`src/rtl/ipm_consts.vh`:
```
/*
 constants for the host-side two-wire master that talks to the
 power-management controller's serial register port.
 assumes a 50 mhz system clock and a slave with sixteen byte registers.
*/
// Contract
// - start is data falling while clock high
// - stop is data rising while clock high
// - data changes only while clock low
// - bytes are eight bits, msb first
// - ninth clock: sender releases, receiver pulls low
// - data high in ack clock means nack
// - master acks every read data byte
// - first byte is address plus direction bit
// - direction in bit zero, low means write
// - reads use repeated start, not stop
// - write sends register address then data
// - read: dummy write, repeated start, read
`ifndef IPM_CONSTS_VH
`define IPM_CONSTS_VH

`define IPM_CLK_HZ 50000000
`define IPM_SCL_HZ 100000
`define IPM_QUARTER_CYC ((`IPM_CLK_HZ / `IPM_SCL_HZ) / 4)

`define IPM_ADDR_FIXED 4'h4
`define IPM_DIR_READ 1'b1
`define IPM_DIR_WRITE 1'b0
`define IPM_REG_ADDR_MAX 8'h0f

`define IPM_ST_IDLE 2'h0
`define IPM_ST_START 2'h1
`define IPM_ST_BYTE 2'h2
`define IPM_ST_STOP 2'h3

`define IPM_STEP_ADDR_WR 3'h0
`define IPM_STEP_REG 3'h1
`define IPM_STEP_WDATA 3'h2
`define IPM_STEP_ADDR_RD 3'h3
`define IPM_STEP_RDATA 3'h4

`define IPM_ACK_SLOT 4'h8

`endif

```
`src/rtl/ipm_master.v`:
```
/*
 host-side master for the controller's two-wire register port: one command
 writes a register or reads one back by dummy write and repeated start.
 assumes open-drain pins resolved outside; the slave does not stretch the clock.
*/
`timescale 1ns/1ns
`include "ipm_consts.vh"
module ipm_master #(
    parameter QUARTER_CYC = `IPM_QUARTER_CYC
) (
    input wire clk,
    input wire rst_n,
    input wire cmd_valid,
    output wire cmd_ready,
    input wire cmd_read,
    input wire [2:0] cmd_strap_addr,
    input wire [7:0] cmd_reg_addr,
    input wire [7:0] cmd_wdata,
    output reg rsp_valid,
    output reg rsp_nack,
    output reg [7:0] rsp_rdata,
    output reg scl_out,
    output reg scl_oe,
    input wire sda_in,
    output reg sda_out,
    output reg sda_oe,
    input wire interrupt_out_n,
    output wire irq_pending
);
    reg [15:0] div_cnt;
    reg tick;
    reg [1:0] phase;
    reg [1:0] state;
    reg [2:0] step;
    reg [3:0] bit_cnt;
    reg [7:0] shifter;
    reg op_read;
    reg [6:0] dev_addr;
    reg [7:0] reg_addr;
    reg [7:0] wdata;
    reg ack_ok;
    wire [1:0] pins_sync;
    wire sda_s;
    wire rx_byte;

    ipm_sync #(
        .WIDTH(2),
        .RESET_VAL(2'h3)
    ) u_sync (
        .clk(clk),
        .rst_n(rst_n),
        .async_in({interrupt_out_n, sda_in}),
        .sync_out(pins_sync)
    );

    assign sda_s = pins_sync[0];
    // a level, so irq_pending stays high as long as the slave holds interrupt_out_n low
    assign irq_pending = ~pins_sync[1];
    assign cmd_ready = (state == `IPM_ST_IDLE) && !rsp_valid;
    assign rx_byte = (step == `IPM_STEP_RDATA);

    // quarter-bit enable; held at zero while idle so a frame starts clean
    always @(posedge clk) begin
        if (!rst_n) begin
            div_cnt <= 16'h0000;
            tick <= 1'b0;
        end else if (state == `IPM_ST_IDLE) begin
            div_cnt <= 16'h0000;
            tick <= 1'b0;
        end else if (div_cnt == QUARTER_CYC[15:0] - 16'h0001) begin
            div_cnt <= 16'h0000;
            tick <= 1'b1;
        end else begin
            div_cnt <= div_cnt + 16'h0001;
            tick <= 1'b0;
        end
    end

    always @(posedge clk) begin
        if (!rst_n) begin
            phase <= 2'h0;
            state <= `IPM_ST_IDLE;
            step <= `IPM_STEP_ADDR_WR;
            bit_cnt <= 4'h0;
            shifter <= 8'h00;
            op_read <= 1'b0;
            dev_addr <= 7'h00;
            reg_addr <= 8'h00;
            wdata <= 8'h00;
            ack_ok <= 1'b0;
            rsp_valid <= 1'b0;
            rsp_nack <= 1'b0;
            rsp_rdata <= 8'h00;
            scl_out <= 1'b0;
            scl_oe <= 1'b0;
            sda_out <= 1'b0;
            sda_oe <= 1'b0;
        end else begin
            rsp_valid <= 1'b0;
            case (state)
                `IPM_ST_IDLE: begin
                    phase <= 2'h0;
                    scl_oe <= 1'b0;
                    sda_oe <= 1'b0;
                    if (cmd_valid && cmd_ready) begin
                        // slave holds its strap bits fixed, the host just mirrors them
                        dev_addr <= {`IPM_ADDR_FIXED, cmd_strap_addr};
                        reg_addr <= cmd_reg_addr;
                        wdata <= cmd_wdata;
                        op_read <= cmd_read;
                        step <= `IPM_STEP_ADDR_WR;
                        rsp_nack <= 1'b0;
                        state <= `IPM_ST_START;
                    end
                end
                `IPM_ST_START: if (tick) begin
                    phase <= phase + 2'h1;
                    case (phase)
                        2'h0: sda_oe <= 1'b0;
                        2'h1: scl_oe <= 1'b0;
                        2'h2: sda_oe <= 1'b1;
                        default: begin
                            scl_oe <= 1'b1;
                            bit_cnt <= 4'h0;
                            // address first, direction in bit zero
                            if (step == `IPM_STEP_ADDR_RD) begin
                                shifter <= {dev_addr, `IPM_DIR_READ};
                            end else begin
                                shifter <= {dev_addr, `IPM_DIR_WRITE};
                            end
                            state <= `IPM_ST_BYTE;
                        end
                    endcase
                end
                `IPM_ST_BYTE: if (tick) begin
                    phase <= phase + 2'h1;
                    case (phase)
                        2'h0: begin
                            // data moves only with the clock held low
                            if (bit_cnt != `IPM_ACK_SLOT) begin
                                sda_oe <= rx_byte ? 1'b0 : ~shifter[7];
                            end else begin
                                // release for the slave's ack, or ack its read byte
                                sda_oe <= rx_byte;
                            end
                        end
                        2'h1: scl_oe <= 1'b0;
                        2'h2: begin
                            if (bit_cnt != `IPM_ACK_SLOT) begin
                                if (rx_byte) begin
                                    shifter <= {shifter[6:0], sda_s};
                                end
                            end else begin
                                ack_ok <= rx_byte | ~sda_s;
                            end
                        end
                        default: begin
                            scl_oe <= 1'b1;
                            if (bit_cnt != `IPM_ACK_SLOT) begin
                                bit_cnt <= bit_cnt + 4'h1;
                                if (!rx_byte) begin
                                    shifter <= {shifter[6:0], 1'b0};
                                end
                            end else begin
                                bit_cnt <= 4'h0;
                                if (!ack_ok) begin
                                    // no answer: close the frame and report
                                    rsp_nack <= 1'b1;
                                    state <= `IPM_ST_STOP;
                                end else begin
                                    case (step)
                                        `IPM_STEP_ADDR_WR: begin
                                            step <= `IPM_STEP_REG;
                                            shifter <= reg_addr;
                                        end
                                        `IPM_STEP_REG: begin
                                            if (op_read) begin
                                                // pointer set, turn around without a stop
                                                step <= `IPM_STEP_ADDR_RD;
                                                state <= `IPM_ST_START;
                                            end else begin
                                                step <= `IPM_STEP_WDATA;
                                                shifter <= wdata;
                                            end
                                        end
                                        `IPM_STEP_ADDR_RD: begin
                                            step <= `IPM_STEP_RDATA;
                                        end
                                        `IPM_STEP_RDATA: begin
                                            rsp_rdata <= shifter;
                                            state <= `IPM_ST_STOP;
                                        end
                                        default: state <= `IPM_ST_STOP;
                                    endcase
                                end
                            end
                        end
                    endcase
                end
                `IPM_ST_STOP: if (tick) begin
                    phase <= phase + 2'h1;
                    case (phase)
                        2'h0: sda_oe <= 1'b1;
                        2'h1: scl_oe <= 1'b0;
                        2'h2: sda_oe <= 1'b0;
                        default: begin
                            rsp_valid <= 1'b1;
                            state <= `IPM_ST_IDLE;
                        end
                    endcase
                end
                default: state <= `IPM_ST_IDLE;
            endcase
        end
    end
endmodule // ipm_master

```
`src/rtl/ipm_sync.v`:
```
/*
 two flip-flop synchroniser for pins arriving from outside the clock domain.
 assumes each bit is an independent level; no bus coherence is given.
*/
`timescale 1ns/1ns
module ipm_sync #(
    parameter WIDTH = 2,
    parameter [WIDTH-1:0] RESET_VAL = {WIDTH{1'b1}}
) (
    input wire clk,
    input wire rst_n,
    input wire [WIDTH-1:0] async_in,
    output reg [WIDTH-1:0] sync_out
);
    reg [WIDTH-1:0] meta;

    // first stage feeds only the second
    always @(posedge clk) begin
        if (!rst_n) begin
            meta <= RESET_VAL;
            sync_out <= RESET_VAL;
        end else begin
            meta <= async_in;
            sync_out <= meta;
        end
    end
endmodule // ipm_sync

```
`config.mk`:
```
export PLATFORM = sky130hd
export DESIGN_NAME = ipm_master
export DESIGN_NICKNAME = d
export VERILOG_FILES = /design/src/rtl/ipm_master.v /design/src/rtl/ipm_sync.v
export VERILOG_INCLUDE_DIRS = /design/src /design/src/rtl
export SDC_FILE = /design/constraint.sdc
export NUM_CORES = 1
export LEC_CHECK = 0
export BUFFER_PORTS_ARGS = -buffer_cell sky130_fd_sc_hd__buf_2
export CAP_MARGIN = 20
export CORE_UTILIZATION = 52
export CTS_CLUSTER_SIZE = 30
export DETAILED_ROUTE_END_ITERATION = 16
export GPL_TIMING_DRIVEN = 0
export HOLD_SLACK_MARGIN = 0.02
export PLACE_DENSITY_LB_ADDON = 0.2
export SETUP_SLACK_MARGIN = 0.02
export SYNTH_ARGS = -nofsm -noshare
export SYNTH_HDL_FRONTEND = slang
export SYNTH_HIERARCHICAL = 1
export SYNTH_SLANG_ARGS = --single-unit
```
`constraint.sdc`:
```
create_clock -name clk -period 1.95 [get_ports clk]
set_input_delay 0.195 -clock clk [delete_from_list [all_inputs] [get_ports clk]]
set_output_delay 0.195 -clock clk [all_outputs]
set_load 0.005 [all_outputs]
```
; Yosys cells after proc, flatten, opt, wreduce, memory -nomap -nowiden
; Index checks and enable logic that the tools add are counted.
[totals]
out_inout_bits = 16
in_bits = 25
elab_cells = 156
register_bits = 74
[classes]
bitwise = 7
n_addsub = 3
n_reduce_logical = 27
eq_ne = 37
muxes = 63
[op_table]
columns = op, n
row1 = 8-bit 2-to-1 mux, 9
row2 = 8-bit case mux with 2 select lines, 3
row3 = "2-bit != test, second input constant", 13
row4 = 2-bit 2-to-1 mux, 11
row5 = 4-bit 2-to-1 mux, 5
row6 = 1-bit 2-to-1 mux, 18
row7 = "3-bit != test, second input constant", 6
row8 = 6-bit AND reduction, 3
row9 = "16-bit by 1-bit adder with 16-bit output, second input constant", 1
row10 = "16-bit by 7-bit equality test with 1-bit output, second input constant", 1
row11 = "4-bit != test, second input constant", 4
row12 = 3-bit 2-to-1 mux, 5
row13 = 11-bit AND reduction, 1
row14 = 10-bit AND reduction, 1
row15 = 2-bit OR reduction, 5
row16 = 3-bit case mux with 3 select lines, 1
row17 = 3-bit OR reduction, 3
row18 = "4-bit by 3-bit != test with 1-bit output, second input constant", 2
row19 = 1-bit case mux with 2 select lines, 4
row20 = 2-bit case mux with 2 select lines, 2
row21 = 2-bit case mux with 4 select lines, 1
row22 = 4-bit case mux with 2 select lines, 1
row23 = 4-bit AND reduction, 2
row24 = 7-bit AND reduction, 1
row25 = other kinds (21), 34

; Longest topological paths before layout
[depth]
depth_word = 8
mapped_depth = 9

; Cells and area by module
; The synthesis kept the hierarchy.
[by_module_without_submodules]
columns = module, area_per_inst_um2, n_inst, seq_area_each_um2, cells_each
row1 = ipm_master, 3483.3, 1, 1401.3, 401
row2 = ipm_sync, 105.1, 1, 80.1, 8

; Worst setup path before layout
; No wires, ideal clock.
[synth_path]
path_type = flip-flop to flip-flop
from = reg phase[0]
to = reg shifter[0]
arrival_time_ns = 1.957
stages_incl_launch_ff = 9
slack_ns = -0.079
setup_time_ns = 0.072
synth_period_minus_slack_ns = 2.029
path_cell_list = dfxtp_1 > inv_1 > ha_1 > buf_2 > inv_1 > a41oi_1 > or4_4 > a21oi_4 > mux2i_1
[synth_via]
elab_chain_cells = 5
word_cells_on_any_way = 14
[synth_rtl]
columns = item, line_no
row1 = from (decl), ipm_master.v:32  ; reg [1:0] phase;
row2 = from (signal assigned), ipm_master.v:117  ; phase <= phase + 2'h1;
row3 = from (signal assigned), ipm_master.v:136  ; phase <= phase + 2'h1;
row4 = from (signal assigned), ipm_master.v:201  ; phase <= phase + 2'h1;
row5 = 2-bit by 1-bit equality test with 1-bit output / 2-bit zero test (equally long branches), "ipm_master.v:118, ipm_master.v:137"
row6 = 2-bit OR reduction (no source line), --
row7 = 8-bit case mux with 2 select lines, ipm_master.v:137  ; case (phase)
row8 = 8-bit 2-to-1 mux, ipm_master.v:135  ; `IPM_ST_BYTE: if (tick) begin
row9 = 8-bit case mux with 2 select lines, ipm_master.v:100  ; case (state)
row10 = to (signal assigned), ipm_master.v:127  ; shifter <= {dev_addr, `IPM_DIR_READ};
row11 = to (signal assigned), ipm_master.v:129  ; shifter <= {dev_addr, `IPM_DIR_WRITE};
row12 = to (signal assigned), ipm_master.v:151  ; shifter <= {shifter[6:0], sda_s};
row13 = to (decl), ipm_master.v:36  ; reg [7:0] shifter;
; Parallel ways exist; a longest one is shown, timed or not. The select of a mux whose other input is x is not followed.
; A chain may end at the register's enable or synchronous reset.

; Worst setup path after layout
[layout_path]
from = reg bit_cnt[1]
to = reg shifter[0]
[layout_via]
elab_chain_cells = 5
word_cells_on_any_way = 11
[layout_rtl]
columns = item, line_no
row1 = from (decl), ipm_master.v:35  ; reg [3:0] bit_cnt;
row2 = from (signal assigned), ipm_master.v:160  ; bit_cnt <= bit_cnt + 4'h1;
row3 = 4-bit != test (no source line) *, --
row4 = 8-bit 2-to-1 mux, ipm_master.v:159  ; if (bit_cnt != `IPM_ACK_SLOT) begin
row5 = 8-bit case mux with 2 select lines, ipm_master.v:137
row6 = 8-bit 2-to-1 mux, ipm_master.v:135
row7 = 8-bit case mux with 2 select lines, ipm_master.v:100
row8 = to (signal assigned), ipm_master.v:151
row9 = to (signal assigned), ipm_master.v:162  ; shifter <= {shifter[6:0], 1'b0};
row10 = to (signal assigned), ipm_master.v:174  ; shifter <= reg_addr;
; Every way passes the cells marked *; elsewhere a longest branch is shown, timed or not. The select of a mux whose other input is x is not followed.

==> flow_summary.json <==
{
  "wl_per_cell_um": 14.1,
  "detail_route.wirelength_um": 7840,
  "highest_utilization_routing_layer_at_the_global_route_stage": "met2",
  "worst-slew-pin-transition_ns": 0.544,
  "worst_skew_pair.late_latency_ns": 0.36,
  "maximum_number_of_pins_on_one_net_before_global_route_repair": 14,
  "critPathTopFamily": "simple AND/OR/NAND/NOR gates",
  "portBuffers": 38,
  "worst_path_largest_cell_delay_ns": 0.51,
  "setup-violations-final": 1,
  "tritoncts": "built",
  "grt_pass1_vias": 2826,
  "number_of_rows_created_at_floorplan": 29,
  "worst_endpoint_data_arrival_time_ns": 2.24,
  "sum_of_overflow_across_all_layers_after_global_routing": 0,
  "drive_above_1_share_pct": 22.8,
  "setup.worst_path.end_class": "register",
  "synth_seq_area_share_pct": 41.3,
  "post_synth_num_cell_types": 54,
  "cts_max_path_bufs": 2,
  "tns_ns": -0.00366,
  "powerDensity_nw_per_um2": 894,
  "gr-usage-met1_pct": 31.3,
  "finalWeightedCongestion": 0.890,
  "final_net_count": 512,
  "grtUsageTotal_pct": 23.4,
  "clk_pin_slew_ns": 0.08,
  "fin_ws_ns": -0.00366,
  "max-cap-violations": 0,
  "io_pins": 41,
  "timing.setup.critical_path_class": "register to register",
  "worst_setup_path_start_kind": "register",
  "final-hold-violation-count": 0,
  "post_detailed_route_count_of_antenna_violating_nets": 0,
  "numCtsBuffers": 9,
  "dieWidth_um": 85.1,
  "vias": 3023,
  "timing.critical_path.fanout_max": 8,
  "worstHoldPathType": "primary input to register",
  "ys.warnings.count": 6,
  "power.total_mw": 3.80,
  "filler_cell_count_in_the_final_layout": 561,
  "cts_root_buf": "clkbuf_8",
  "area_growth_syn_to_layout_pct": 18.6,
  "multi_input_area_um2": 1980,
  "ir_worst_vdd_mv": 0.486,
  "layout_worst_path_cycle_share_pct": 100,
  "die-area_um2": 7240,
  "initial_core_util_pct": 55.2,
  "initial_antenna_violation_count": 0,
  "timing.critical_path.buf_inv": 1,
  "worst-r2r-setup-slack_ns": -0.004,
  "routing_usage_on_met3_pct": 3.99,
  "postSynth.topFlopCell": "dfxtp_1",
  "die_height_um": 85.1,
  "minimum_period_implied_by_the_final_worst_setup_slack_ns": 1.95,
  "violations_in_the_final_reports": "setup timing",
  "post_synth_instance_area_um2": 3590,
  "drcViolationCount": 0,
  "dp_worst_slack_ns": -0.161,
  "worstPathCellList": "inv_2 -> ha_4 -> and3b_2 -> o22ai_2 -> or4_4 -> a21oi_4 -> mux2i_1",
  "synth_area_per_cell_um2": 8.77,
  "maxClockFrequency_ghz": 0.512,
  "antenna_cells": 0,
  "netlist_instances": 409,
  "critical_path_required_ns": 2.24,
  "postSynth.asyncResetShare_pct": 0,
  "finClkSkew_ns": 0.0127,
  "synth.ff_latch_count": 74,
  "detail_route.first_pass.iterations": 4,
  "met2_usage_pct": 36.4,
  "drt-vias-per-instance": 5.44,
  "status": "finished, violations left",
  "cts.sinks": 74,
  "cts_htree_levels": 3,
  "leakage_nw": 1.59,
  "slew-limit-headroom_pct": 63.6,
  "drtIter0Drc": 208,
  "rsz0062_at_grt": "true",
  "synth_edf_count": 0,
  "crit_path_top_delay_cell": "or4_4",
  "first_pass_grt_wire_length_um": 13300,
  "maxSlewViolCount": 0,
  "coreArea_um2": 6490,
  "final-seq-area_um2": 1490,
  "place.detailed.hpwl_um": 5540
}
## routing by layer
metal / vias to the layer above / part of all wire, %
met3: 17 / 4.8
met4: 0 / 2.6
met5: - / 0
met1: 1402 / 46
met2: 71 / 47
li1: 1533 / -
## final cells by class
type                       count  area share, %
clock inverter                 5          0.882
sequential                    74           35.0
timing repair buffer          53           7.23
tap                           77           2.26
buffer                        22           3.20
multi-input combinational    298           46.5
inverter                      16           1.56
clock buffer                  11           3.32
## registers in the layout (all words and copies together) (netlist names), 2 cells and up
| signal | cells |
|---|---|
| state | 2 |
| u_sync/sync_out | 2 |
| reg_addr | 8 |
| shifter | 8 |
| step | 3 |
| wdata | 8 |
| div_cnt | 16 |
| phase | 2 |
| dev_addr | 4 |
| u_sync/meta | 2 |
| rsp_rdata | 8 |
| bit_cnt | 4 |
## stage by stage
| stage | area (µm²) | utilization (%) | std cells | hold slack [ns] |
|---|---|---|---|---|
| global placement | 3880 | 59.7 | 525 | 0.375 |
| global route | 4260 | 65.5 | 556 | 0.0769 |
| finish | 4260 | 65.5 | 556 | 0.0810 |
| CTS | 4200 | 64.7 | 552 | 0.0739 |
| detailed placement | 3880 | 59.7 | 525 | 0.379 |
| floorplan | 3590 | - | 410 | 0.268 |
## power breakdown
group / internal [mW] / switching, mW
registers: 1.63 / 0.0750
logic: 0.431 / 0.587
clock network: 0.501 / 0.581
## synth_stat cells (7+ instances only)
cell type  instances  area (µm²)
xnor2_1            8        70.1
nand2_1           71         267
o211ai_1           9        67.6
nor2_1            28         105
xor2_1             7        61.3
mux2i_1           24         240
nor2b_1           12        75.1
dfxtp_1           74        1480
ha_1              13         163
o21ai_0           10        50.1
nand3_1           14        70.1
a21boi_0          25         188
inv_1             16        60.1
clkbuf_1          12        45.0
## cells by family (layout without fill, tap and decap cells)
group,Yosys count,in the layout,share of synthesized area (%)
simple gates,170,170,23.6
compound gates,74,74,15.1
buf+inv,38,107,4.99
fa+ha+maj,13,13,4.53
mux,24,24,6.69
flops,74,74,41.3
other cells,1,2,0.105
xor+xnor,15,15,3.66
## cells in the final DEF, fill, tap and decap left out, types with 3 or more instances in the layout
| cell | Yosys | routed |
|---|---|---|
| o21ai_0 | 10 | 10 |
| buf_2 | 5 | 42 |
| nand3b_1 | 5 | 5 |
| inv_1 | 16 | 10 |
| a211o_1 | 3 | 3 |
| clkinvlp_4 | 0 | 3 |
| clkbuf_1 | 12 | 9 |
| a21oi_1 | 4 | 4 |
| nand2_1 | 71 | 71 |
| dfxtp_2 | 0 | 6 |
| buf_6 | 3 | 5 |
| xor2_1 | 7 | 7 |
| xnor2_1 | 8 | 8 |
| nand2b_1 | 6 | 6 |
| o22ai_1 | 5 | 4 |
| dfxtp_1 | 74 | 68 |
| a21boi_0 | 25 | 25 |
| clkbuf_8 | 0 | 10 |
| ha_1 | 13 | 10 |
| buf_4 | 2 | 15 |
| clkbuf_2 | 0 | 3 |
| nand3_1 | 14 | 14 |
| and2_1 | 5 | 4 |
| o211ai_1 | 9 | 9 |
| nor3_1 | 4 | 4 |
| nor2b_1 | 12 | 12 |
| mux2i_1 | 24 | 24 |
| and3_1 | 3 | 3 |
| nand4_1 | 5 | 5 |
| nor2_1 | 28 | 28 |
| inv_2 | 0 | 4 |
## worst reg2reg max path, delay by kind of cell (launching register included)
family | cells | cell delay [ns]
AO/OA/AOI/OAI | 2 | 0.40
buffers and inverters | 1 | 0.06
AND/OR/NAND/NOR | 2 | 0.75
multiplexers | 1 | 0.22
flip-flops | 1 | 0.33
adder cells (fa/ha/maj) | 1 | 0.12
## final timing paths
| path | from | endpoint | cells after the start |
|---|---|---|---|
| max | bit_cnt[1] | shifter[0] | 7 |
| min | cmd_reg_addr[3] | reg_addr[3] | 3 |
| max reg2reg | bit_cnt[1] | shifter[0] | 7 |
| min reg2reg | u_sync/meta[0] | u_sync/sync_out[0] | 1 |
## timing repair
action	in CTS	in global routing
setup endpoints to repair	11	42
gates resized for setup	18	15
pin swaps	4	6
buffers inserted	9	4
hold buffers	2	0
endpoints found under the hold margin	2	0
Note: power is estimated with default switching activity, not from simulation.
